<file path="src/shared/adc_scan_pkg.sv">
// Register map, field layout and shared types of the converter scan control
package adc_scan_pkg;
	localparam int                 NUM_CH        = 12;
	localparam int                 RES_W         = 12;
	localparam int                 IDX_W         = 16;
	localparam int                 AW            = IDX_W + 2;
	localparam int                 CLK_HZ        = 10_000_000;
	// Register indices; the byte address is four times the index
	localparam logic [IDX_W-1:0]   OFF_CTRL0     = 16'hf840;
	localparam logic [IDX_W-1:0]   OFF_RUN       = 16'hf841;
	localparam logic [IDX_W-1:0]   OFF_CHEN      = 16'hf842;
	localparam logic [IDX_W-1:0]   OFF_TOUCH     = 16'hf844;
	localparam logic [IDX_W-1:0]   OFF_TRIG      = 16'hf846;
	localparam logic [IDX_W-1:0]   OFF_RES_BASE  = 16'hf820;
	localparam logic [IDX_W-1:0]   OFF_RES_LAST  = 16'hf836;
	localparam int                 RES_CH_LSB    = 3;
	localparam logic [7:0]         CTRL0_RESET   = 8'h22;
	localparam int                 LOOP_BIT      = 0;
	localparam int                 CKSRC_BIT     = 1;
	localparam int                 TOUCH_BIT     = 2;
	localparam int                 DIV_LSB       = 4;
	localparam int                 RUN_BIT       = 0;
	localparam int                 TRIG_BIT      = 0;
	localparam logic [1:0]         DIV_1         = 2'h0;
	localparam logic [1:0]         DIV_2         = 2'h1;
	localparam logic [1:0]         DIV_4         = 2'h2;
	localparam logic [7:0]         BASE_CYCLES   = 8'h10;
	localparam logic [1:0]         RESP_OKAY     = 2'h0;
	localparam logic [1:0]         RESP_SLVERR   = 2'h2;

	typedef struct packed {
		logic        start;
		logic [3:0]  channel;
		logic        touch;
		logic        clk_sel;
		logic [1:0]  divider;
	} conv_req_s;

	typedef enum logic [1:0] {
		ST_IDLE = 2'b00,
		ST_PICK = 2'b01,
		ST_CONV = 2'b10,
		ST_STUCK = 2'b11
	} scan_state_e;
endpackage : adc_scan_pkg

</file>
<file path="src/rtl/sar_adc_scan_control.sv">
// Scan sequencer and AXI4-Lite register slave of the converter control
//
// Summary of operation
// RL1 - Loop bit 0: single pass over enabled channels, or repeat scans forever.
// RL2 - Software keeps loop bit clear whenever trigger mode is selected.
// RL3 - Clock source bit 1: 0 low-speed, 1 high-speed oscillator; resets to 1.
// RL4 - Software selects high-speed clock whenever touch conversion is used.
// RL5 - Touch mode bit 2 converts marked channels with touch support.
// RL6 - Divider bits 5:4: 00 by one, 01 by two, 10 by four; 11 prohibited.
// RL7 - Software keeps divided clock under 4MHz or 32.768kHz.
// RL8 - Conversion time stretches in proportion to the divide ratio.
// RL9 - Suggested divider codes: 16MHz 10, 8MHz 01, 4MHz 00.
// RL10 - Software leaves the divider alone during conversion.
// RL11 - Run bit 0 of run control: write 1 starts, 0 stops; resets 0.
// RL12 - Single scan clears run after highest enabled channel converts.
// RL13 - Trigger mode ignores software run writes; trigger sets, completion clears.
// RL14 - Software never starts with every channel enable bit clear.
// RL15 - Channel enable bits 11:0 include channels in the scan; reset 0.
// RL16 - Enabled channels convert in ascending channel-number order.
// RL17 - Touch channel bits 11:0 enable touch mode per channel; reset 0.
// RL18 - Touch bit without enable bit never causes conversion.
// RL19 - Each converted channel's 12-bit result lands in its result register.
// RL20 - Triggers arriving while run is high are ignored.
// RL21 - Start with no channels enabled: no completion event, run stays 1.
// RL22 - One-cycle completion pulse when a single scan finishes.
//
// The AXI4-Lite slave port was decided locally.
`timescale 1ns/1ns
module sar_adc_scan_control (
	input  wire logic                               sys_clk,
	input  wire logic                               rst_b,
	input  wire logic [adc_scan_pkg::AW-1:0]        s_axi_awaddr,
	input  wire logic                               s_axi_awvalid,
	output logic                                    s_axi_awready,
	input  wire logic [31:0]                        s_axi_wdata,
	input  wire logic [3:0]                         s_axi_wstrb,
	input  wire logic                               s_axi_wvalid,
	output logic                                    s_axi_wready,
	output logic [1:0]                              s_axi_bresp,
	output logic                                    s_axi_bvalid,
	input  wire logic                               s_axi_bready,
	input  wire logic [adc_scan_pkg::AW-1:0]        s_axi_araddr,
	input  wire logic                               s_axi_arvalid,
	output logic                                    s_axi_arready,
	output logic [31:0]                             s_axi_rdata,
	output logic [1:0]                              s_axi_rresp,
	output logic                                    s_axi_rvalid,
	input  wire logic                               s_axi_rready,
	input  wire logic                               trigger_event,
	output adc_scan_pkg::conv_req_s                 conv_req,
	input  wire logic                               conv_done,
	input  wire logic [adc_scan_pkg::RES_W-1:0]     conv_result,
	output logic                                    scan_complete
);
	import adc_scan_pkg::*;

	// Address decode helper used by both channels
	function automatic logic [3:0] reg_sel(input logic [AW-1:0] a);
		logic [IDX_W-1:0] w;
		w = a[AW-1:2];
		if (w == OFF_CTRL0) reg_sel = 4'h1;
		else if (w == OFF_RUN) reg_sel = 4'h6;
		else if (w == OFF_CHEN) reg_sel = 4'h2;
		else if (w == OFF_TOUCH) reg_sel = 4'h3;
		else if (w == OFF_TRIG) reg_sel = 4'h4;
		// Results sit on every second index, one per channel
		else if (w >= OFF_RES_BASE && w <= OFF_RES_LAST && !w[0])
			reg_sel = 4'h5;
		else reg_sel = 4'h0;
	endfunction : reg_sel

	// First set bit at or above a position, ascending
	function automatic logic [4:0] next_ch(input logic [NUM_CH-1:0] m,
		input logic [4:0] from);
		next_ch = 5'h1f;
		for (int i = NUM_CH - 1; i >= 0; i--) begin
			if (m[i] && 5'(i) >= from) next_ch = 5'(i);
		end
	endfunction : next_ch

	logic [7:0]        ctrl0_q;
	logic              run_q;
	logic [NUM_CH-1:0] chen_q;
	logic [NUM_CH-1:0] touch_q;
	logic              trig_mode_q;
	logic [AW-1:0]     awaddr_q;
	logic              aw_held_q;
	logic [31:0]       wdata_q;
	logic [3:0]        wstrb_q;
	logic              w_held_q;
	logic              rd_pend_q;
	logic [3:0]        rd_sel_q;
	logic [7:0]        rd_lane_q;
	scan_state_e       state_q;
	logic [3:0]        ch_q;
	logic [9:0]        wait_q;
	logic              done_seen_q;
	logic [RES_W-1:0]  res_hold_q;
	logic              res_we;
	logic [RES_W-1:0]  res_rd;

	// Each register owns one aligned 32-bit word, lane 0 upwards
	wire        wr_fire    = aw_held_q && w_held_q && !s_axi_bvalid;
	wire [3:0]  wr_sel     = reg_sel(awaddr_q);
	wire        wr_ctrl0   = wr_fire && wr_sel == 4'h1 && wstrb_q[0];
	wire        wr_run     = wr_fire && wr_sel == 4'h6 && wstrb_q[0];
	wire        wr_chen    = wr_fire && wr_sel == 4'h2;
	wire        wr_touch   = wr_fire && wr_sel == 4'h3;
	wire        wr_trig    = wr_fire && wr_sel == 4'h4 && wstrb_q[0];
	wire        loop_mode  = ctrl0_q[LOOP_BIT];
	wire        touch_mode = ctrl0_q[TOUCH_BIT];
	wire [1:0]  divider    = ctrl0_q[DIV_LSB +: 2];
	// Touch channel only counts where it is also enabled
	wire [NUM_CH-1:0] active_mask = touch_mode ? (chen_q & touch_q)
		: (chen_q & ~touch_q); // RL5 RL18
	wire [4:0]  first_ch   = next_ch(active_mask, 5'h00); // RL16
	wire [4:0]  after_ch   = next_ch(active_mask, 5'({1'b0, ch_q} + 5'h01));
	wire        sw_start   = wr_run && !trig_mode_q
		&& wdata_q[RUN_BIT] == 1'b1 && !run_q; // RL11 RL13
	wire        sw_stop    = wr_run && !trig_mode_q
		&& wdata_q[RUN_BIT] == 1'b0; // RL11 RL13
	wire        trig_start = trig_mode_q && trigger_event && !run_q; // RL20
	// Slower clocks stretch the conversion wait in proportion
	wire [9:0]  conv_len   = (divider == DIV_4) ? {BASE_CYCLES, 2'b00}
		: (divider == DIV_2) ? {1'b0, BASE_CYCLES, 1'b0}
		: {2'b00, BASE_CYCLES}; // RL6 RL8
	// Core may finish before the wait; its pulse is held until then
	wire        conv_fin   = state_q == ST_CONV && wait_q == '0
		&& (conv_done || done_seen_q);
	wire [RES_W-1:0] res_data = conv_done ? conv_result : res_hold_q;

	always_ff @(posedge sys_clk or negedge rst_b) begin
		if (!rst_b) begin
			aw_held_q <= 1'b0;
			w_held_q  <= 1'b0;
			awaddr_q  <= '0;
			wdata_q   <= '0;
			wstrb_q   <= '0;
		end else begin
			if (s_axi_awvalid && s_axi_awready) begin
				aw_held_q <= 1'b1;
				awaddr_q  <= s_axi_awaddr;
			end else if (wr_fire) begin
				aw_held_q <= 1'b0;
			end
			if (s_axi_wvalid && s_axi_wready) begin
				w_held_q <= 1'b1;
				wdata_q  <= s_axi_wdata;
				wstrb_q  <= s_axi_wstrb;
			end else if (wr_fire) begin
				w_held_q <= 1'b0;
			end
		end
	end

	always_ff @(posedge sys_clk or negedge rst_b) begin
		if (!rst_b) begin
			s_axi_awready <= 1'b1;
			s_axi_wready  <= 1'b1;
			s_axi_bvalid  <= 1'b0;
			s_axi_bresp   <= RESP_OKAY;
		end else begin
			s_axi_awready <= !(aw_held_q || (s_axi_awvalid && s_axi_awready));
			s_axi_wready  <= !(w_held_q || (s_axi_wvalid && s_axi_wready));
			if (wr_fire) begin
				s_axi_bvalid <= 1'b1;
				s_axi_bresp  <= (wr_sel == 4'h0 || wr_sel == 4'h5)
					? RESP_SLVERR : RESP_OKAY;
			end else if (s_axi_bvalid && s_axi_bready) begin
				s_axi_bvalid <= 1'b0;
			end
		end
	end

	// Software registers
	always_ff @(posedge sys_clk or negedge rst_b) begin
		if (!rst_b) begin
			ctrl0_q     <= CTRL0_RESET; // RL3 RL6
			chen_q      <= '0; // RL15
			touch_q     <= '0; // RL17
			trig_mode_q <= 1'b0;
		end else begin
			if (wr_ctrl0) begin
				// Prohibited divider code is refused, previous kept
				ctrl0_q <= {2'b00,
					(wdata_q[DIV_LSB +: 2] == 2'b11) ? divider
						: wdata_q[DIV_LSB +: 2],
					1'b0, wdata_q[TOUCH_BIT], wdata_q[CKSRC_BIT],
					wdata_q[LOOP_BIT]}; // RL1 RL3 RL5 RL6
			end
			if (wr_chen) begin
				chen_q <= wdata_q[NUM_CH-1:0]; // RL15
			end
			if (wr_touch) begin
				touch_q <= wdata_q[NUM_CH-1:0]; // RL17
			end
			if (wr_trig) begin
				trig_mode_q <= wdata_q[TRIG_BIT];
			end
		end
	end

	// Scan sequencer
	always_ff @(posedge sys_clk or negedge rst_b) begin
		if (!rst_b) begin
			state_q       <= ST_IDLE;
			run_q         <= 1'b0;
			ch_q          <= '0;
			wait_q        <= '0;
			done_seen_q   <= 1'b0;
			res_hold_q    <= '0;
			scan_complete <= 1'b0;
			conv_req      <= '0;
		end else begin
			scan_complete  <= 1'b0;
			conv_req.start <= 1'b0;
			if (sw_stop) begin
				run_q   <= 1'b0; // RL11
				state_q <= ST_IDLE;
			end else begin
				unique case (state_q)
					ST_IDLE: begin
						if (sw_start || trig_start) begin
							run_q   <= 1'b1; // RL11 RL13
							state_q <= ST_PICK;
							ch_q    <= 4'h0;
						end
					end
					ST_PICK: begin
						// Nothing enabled: circuit never runs, run stays high
						if (first_ch[4] && ch_q == 4'h0) begin
							state_q <= ST_STUCK; // RL21
						end else begin
							ch_q    <= (ch_q == 4'h0) ? first_ch[3:0] : ch_q;
							state_q <= ST_CONV;
							wait_q  <= conv_len; // RL8
							done_seen_q <= 1'b0;
							conv_req.start   <= 1'b1;
							conv_req.channel <= (ch_q == 4'h0)
								? first_ch[3:0] : ch_q;
							conv_req.touch   <= touch_mode;
							conv_req.clk_sel <= ctrl0_q[CKSRC_BIT];
							conv_req.divider <= divider;
						end
					end
					ST_CONV: begin
						if (wait_q != '0) begin
							wait_q <= wait_q - 10'h001;
						end
						if (conv_done) begin
							done_seen_q <= 1'b1;
							res_hold_q  <= conv_result;
						end
						if (conv_fin) begin
							if (!after_ch[4]) begin
								ch_q    <= after_ch[3:0]; // RL16
								state_q <= ST_PICK;
							end else begin
								scan_complete <= 1'b1; // RL22
								if (loop_mode && !trig_mode_q) begin
									ch_q    <= 4'h0; // RL1
									state_q <= ST_PICK;
								end else begin
									run_q   <= 1'b0; // RL12 RL13
									state_q <= ST_IDLE;
								end
							end
						end
					end
					ST_STUCK: begin
						state_q <= ST_STUCK; // RL21
					end
				endcase
			end
		end
	end

	assign res_we = conv_fin; // RL19

	result_mem u_result_mem (
		.sys_clk (sys_clk),
		.rst_b   (rst_b),
		.wr_en   (res_we),
		.wr_addr (ch_q),
		.wr_data (res_data),
		.rd_addr (s_axi_araddr[RES_CH_LSB +: 4]),
		.rd_data (res_rd)
	);

	// Reads: result memory has one cycle latency, answered next cycle
	wire [3:0] ar_sel = reg_sel(s_axi_araddr);
	always_ff @(posedge sys_clk or negedge rst_b) begin
		if (!rst_b) begin
			s_axi_arready <= 1'b1;
			s_axi_rvalid  <= 1'b0;
			s_axi_rdata   <= '0;
			s_axi_rresp   <= RESP_OKAY;
			rd_pend_q     <= 1'b0;
			rd_sel_q      <= '0;
		end else begin
			if (s_axi_arvalid && s_axi_arready) begin
				s_axi_arready <= 1'b0;
				rd_pend_q     <= 1'b1;
				rd_sel_q      <= ar_sel;
			end else if (rd_pend_q) begin
				rd_pend_q    <= 1'b0;
				s_axi_rvalid <= 1'b1;
				s_axi_rresp  <= (rd_sel_q == 4'h0) ? RESP_SLVERR : RESP_OKAY;
				unique case (rd_sel_q)
					4'h1: s_axi_rdata <= {24'h000000, ctrl0_q};
					4'h6: s_axi_rdata <= {31'h00000000, run_q};
					4'h2: s_axi_rdata <= {20'h00000, chen_q};
					4'h3: s_axi_rdata <= {20'h00000, touch_q};
					4'h4: s_axi_rdata <= {31'h00000000, trig_mode_q};
					4'h5: s_axi_rdata <= {20'h00000, res_rd};
					default: s_axi_rdata <= '0;
				endcase
			end else if (s_axi_rvalid && s_axi_rready) begin
				s_axi_rvalid  <= 1'b0;
				s_axi_arready <= 1'b1;
			end
		end
	end

	a_single_clears: assert property (@(posedge sys_clk) disable iff (!rst_b)
		scan_complete && !loop_mode |-> !run_q) // RL12
		else $error("run still set after single scan");
	a_trig_ignored: assert property (@(posedge sys_clk) disable iff (!rst_b) // RL20
		run_q && trig_mode_q && !sw_stop |=> run_q || scan_complete)
		else $error("run dropped without completion");
	a_stuck_run: assert property (@(posedge sys_clk) disable iff (!rst_b)
		state_q == ST_STUCK |-> run_q && !scan_complete) // RL21
		else $error("empty scan changed run or completed");
	a_done_pulse: assert property (@(posedge sys_clk) disable iff (!rst_b)
		scan_complete |=> !scan_complete) // RL22
		else $error("completion longer than one cycle");
	a_enabled_only: assert property (@(posedge sys_clk) disable iff (!rst_b)
		conv_req.start |-> active_mask[conv_req.channel]) // RL18
		else $error("disabled channel converted");
	a_no_bad_div: assert property (@(posedge sys_clk) disable iff (!rst_b)
		divider != 2'b11) // RL6
		else $error("prohibited divider stored");
	a_stretch_time: assert property (@(posedge sys_clk) disable iff (!rst_b) // RL8
		conv_req.start && divider == DIV_4 |-> wait_q == {BASE_CYCLES, 2'b00})
		else $error("conversion wait not stretched");
	a_sw_start: assert property (@(posedge sys_clk) disable iff (!rst_b)
		sw_start && state_q == ST_IDLE |=> run_q) // RL11
		else $error("software start ignored");
	a_trig_sw: assert property (@(posedge sys_clk) disable iff (!rst_b)
		trig_mode_q && !run_q && !trigger_event |=> !run_q) // RL13
		else $error("run set without trigger");
	a_ascending: assert property (@(posedge sys_clk) disable iff (!rst_b)
		conv_fin && !after_ch[4] |=> ##1 conv_req.start
		&& (conv_req.channel > $past(ch_q, 2))) // RL16
		else $error("channel order broken");
	c_single: cover property (@(posedge sys_clk) scan_complete && !loop_mode);
	c_loop: cover property (@(posedge sys_clk) scan_complete && loop_mode);
	c_trig: cover property (@(posedge sys_clk) trig_start);
	c_stuck: cover property (@(posedge sys_clk) state_q == ST_STUCK);
endmodule : sar_adc_scan_control

</file>
<file path="src/rtl/result_mem.sv">
// Per-channel result storage with registered read port
`timescale 1ns/1ns
module result_mem (
	input  wire logic                                sys_clk,
	input  wire logic                                rst_b,
	input  wire logic                                wr_en,
	input  wire logic [3:0]                          wr_addr,
	input  wire logic [adc_scan_pkg::RES_W-1:0]      wr_data,
	input  wire logic [3:0]                          rd_addr,
	output logic      [adc_scan_pkg::RES_W-1:0]      rd_data
);
	import adc_scan_pkg::*;
	logic [RES_W-1:0] mem_q [NUM_CH];

	always_ff @(posedge sys_clk or negedge rst_b) begin
		if (!rst_b) begin
			for (int i = 0; i < NUM_CH; i++) begin
				mem_q[i] <= '0;
			end
			rd_data <= '0;
		end else begin
			if (wr_en) begin
				mem_q[wr_addr] <= wr_data;
			end
			rd_data <= (rd_addr < 4'(NUM_CH)) ? mem_q[rd_addr] : '0;
		end
	end
endmodule : result_mem

</file>
<file path="config.mk">
export PLATFORM = sky130hd
export DESIGN_NAME = sar_adc_scan_control
export DESIGN_NICKNAME = d
export VERILOG_FILES = /design/src/shared/adc_scan_pkg.sv /design/src/rtl/sar_adc_scan_control.sv /design/src/rtl/result_mem.sv
export SDC_FILE = /design/constraint.sdc
export NUM_CORES = 1
export LEC_CHECK = 0
export BUFFER_PORTS_ARGS = -buffer_cell sky130_fd_sc_hd__buf_2
export CORE_MARGIN = 4
export CORE_UTILIZATION = 59
export DETAILED_ROUTE_END_ITERATION = 10
export PLACE_DENSITY = 0.85
export SYNTH_ARGS = -nofsm -noshare
export SYNTH_HDL_FRONTEND = slang
export SYNTH_HIERARCHICAL = 1
export SYNTH_SLANG_ARGS = --single-unit
</file>
<file path="constraint.sdc">
create_clock -name sys_clk -period 3.38 [get_ports sys_clk]
set_input_delay 0.676 -clock sys_clk [delete_from_list [all_inputs] [get_ports sys_clk]]
set_output_delay 0.676 -clock sys_clk [all_outputs]
set_load 0.02 [all_outputs]
</file>
==> impl_results.md <==
- Crit Path Max Fanout: 12
- Most frequent cells in the layout: dfrtp_1 (275), mux2_2 (228), buf_2 (93)
- Minimum clock period: 3.193 ns
- Max Root-Sink Buffers: 3
- Final Max Slew Viols: 0
- Clock root buffer: clkbuf_16
- Gr usage total: 23.29%
- Initial core utilization: 60.47%
- Vias/cell: 6.047
- Commonest non-fill, non-tap cell in the layout: dfrtp_1
- R2R setup slack: 0.19 ns
- Die ar.: 0.02593 mm²
- Max Fclk: 0.3132 GHz
- Syn. warnings: 6
- Slew margin rel.: 46.41%
- Reg2reg start: wait_q[0]$_DFFE_PN0P_
- Clock power share: 30.9%
- Cell Area, Synth: 0.01381 mm²
- Hold WC Path Type: primary input to asynchronous set/reset pin
- Syn avg cell area: 12.73 µm²
- Postcts setup bufs: 0
- Crit path kind: flip-flop to flip-flop
- Non-Filler Cell Area, Final: 0.01546 mm²
- Max VDD drop: 0.4909 mV
- Iter 0 DRT Violations: 698
- P_leak: 7.224 nW
- Area Growth Syn to Fin: 11.88%
- Clock slew at reported path FFs: 0.06 ns
- DRC viols: 0
- Post-synth EDFFs: 0
- Critical path startpoint category: flip-flop
- Min Hold Slack: 0.1312 ns
- Setup violations, final: 0
- Slew @ Worst Pin: 0.8021 ns
- Final worst-path setup slack: 0.1872 ns
- Sequential area share after synthesis: 50.77%
- Crit path DAT: 3.62 ns
- Total CTS buffers: 28
- Placer congestion estimate: 1.025
- Outcome: finished, final reports clean
- GRT Residual Overflow: 0
- Clock Skew: 0.007704 ns
- Pin count of the biggest net entering global routing: 90
- Post_cts resized: 0
- Psw: 3.044 mW
- Final Hold Fails: 0
- Drt pass-1 iters: 5
- Post-Place Cell Area: 0.01452 mm²
- CTS tree: done
- # rows: 55
- Core Area: 0.02285 mm²
- # IOs: 144
- Layout cells sized above 1: 39.80%
- Die span in x: 161.0 µm
- Vias in the first global route: 9,344
- N_diodes: 0
- Max Cap Viol: 0
- RSZ-0062 raised after global routing: false
- Crit. End Element: flip-flop
- Routed WL per cell: 20.12 µm
- HPWL after DPL: 20,690 µm
- Post-synth top flop: dfrtp_1
- Logic pwr share: 24.9%
- Initial antenna violation count: 0
- CTS sink cnt: 280
- Int Pwr: 6.762 mW
- Reg2reg end: u_result_mem/mem_q[10]$_DFFE_PN0P_
- Register share of total power: 44.2%
- WP data required: 3.81 ns
- Die height: 161.0 µm
- H-tree depth: 1
- Final worst path period share: 94.46%
- DR vias: 9,095
- Setup_tns: 0 ns
- Skew-Pair Late Insertion Delay: 0.55 ns
- Pwr per Cell Area: 634.4 mW/mm²
- First-pass GRT wire length: 49,000 µm
- Nets@finish: 1,276
- FILL cells: 1,598
- Mapped Cells: 1,085
- Net Sw Frac: 31.04%
- Hold buffers post-CTS: 0
- Netlist cell types: 93
- Antenna viol nets, final: 0
- Buffers on Ports: 94
- Setup Slack @ Placement: 0.1203 ns
- Worst-case reg-to-reg path depth: 11
- Routed WL: 30,270 µm
- Asr flop ratio synth: 100.0%
- #FFs+latches synth: 280
layer usage:
layer	routed length [µm]	track usage, %
met2	15500	40.91
met1	12090	29.76
met5	0	0
met4	1114	8.375
met3	1562	3.317
stage by stage:
step | total power [mW] | utilization, % | instances
after CTS | 9.844 | 67.56 | 1504
final | 9.806 | 67.65 | 1504
after global routing | 10.33 | 67.65 | 1504
after global placement | 6.660 | 63.57 | 1454
after floorplan | 6.139 | - | 1106
after detailed placement | 6.785 | 63.57 | 1454
Yosys cell counts, types with 6 or more instances:
| cell | count | area [µm²] |
|---|---|---|
| mux2_2 | 228 | 2567 |
| o21ai_0 | 51 | 255.2 |
| a22o_1 | 14 | 122.6 |
| nor2_1 | 35 | 131.4 |
| buf_4 | 32 | 240.2 |
| buf_2 | 16 | 80.08 |
| a22oi_1 | 27 | 202.7 |
| nor3_1 | 15 | 75.07 |
| nor2b_1 | 7 | 43.79 |
| nand3_1 | 14 | 70.07 |
| a221oi_1 | 6 | 52.55 |
| xnor2_1 | 11 | 96.34 |
| a21oi_1 | 19 | 95.09 |
| inv_1 | 39 | 146.4 |
| clkbuf_1 | 31 | 116.4 |
| mux2i_1 | 9 | 90.09 |
| nand4_1 | 6 | 37.54 |
| dfrtp_1 | 275 | 6882 |
| nand2_1 | 66 | 247.7 |
| mux4_2 | 36 | 810.8 |
| ha_1 | 12 | 150.1 |
critical path: stages (launching register included):
cell	delay (ns)
dfrtp_1	0.41
inv_1	0.07
ha_1	0.19
nor3b_4	0.23
nand2_2	0.09
or4_4	0.45
or3_1	0.37
nor2_1	0.11
buf_4	0.16
nand2_1	0.10
and4bb_4	0.51
mux2_2	0.38
cell families after synthesis:
logic type / Yosys count / synth area share [%]
compound gates: 179 / 9.347
flops: 280 / 50.77
mux: 274 / 25.19
fa+ha+maj: 12 / 1.087
simple gates: 201 / 8.052
other cells: 1 / 0.02715
xor+xnor: 12 / 0.8152
buf+inv: 126 / 4.719
final cells by class:
class                   instances  area [µm²]  share of cell area, %
clock inverters                 8       78.83                 0.5100
well taps                     313       391.6                  2.534
clock buffers                  42       833.3                  5.391
inverters                      40       150.1                 0.9714
flip-flops and latches        280        7013                  45.37
repair buffers                121       737.0                  4.768
multi-input cells             700        6252                  40.45
power groups by stage:
stage / logic, mW / registers, mW / clock network (mW)
2_1_floorplan: 1.83 / 4.31 / 0
3_3_place_gp: 2.33 / 4.33 / 0
3_5_place_dp: 2.41 / 4.37 / 0
4_1_cts: 2.43 / 4.33 / 3.08
5_1_grt: 2.67 / 4.41 / 3.25
6_report: 2.44 / 4.34 / 3.03
worst max path at each step:
stage | startpoint | endpoint | slack, ns | cells past startpoint
after floorplan | wait_q[0]$_DFFE_PN0P_ | u_result_mem/mem_q[85]$_DFFE_PN0P_ | 0.28 | 11
after global placement | wait_q[0]$_DFFE_PN0P_ | u_result_mem/mem_q[4]$_DFFE_PN0P_ | 0.20 | 11
after detailed placement | wait_q[0]$_DFFE_PN0P_ | u_result_mem/mem_q[10]$_DFFE_PN0P_ | 0.12 | 11
after CTS | wait_q[0]$_DFFE_PN0P_ | u_result_mem/mem_q[14]$_DFFE_PN0P_ | 0.1 | 12
after global routing | wait_q[0]$_DFFE_PN0P_ | u_result_mem/mem_q[95]$_DFFE_PN0P_ | 0.01 | 12
final | wait_q[0]$_DFFE_PN0P_ | u_result_mem/mem_q[10]$_DFFE_PN0P_ | 0.19 | 11
registers in the layout, indices dropped and copies added, names as in the netlist, 2 cells and up:
register / flops
awaddr_q: 16
ch_q: 4
state_q: 2
wdata_q: 12
rd_sel_q: 3
u_result_mem/mem_q: 144
u_result_mem/rd_data: 12
wait_q: 10
touch_q: 12
chen_q: 12
conv_req: 9
ctrl0_q: 5
res_hold_q: 12
s_axi_rdata: 12
No activity file was read; power rests on OpenSTA's default activity.
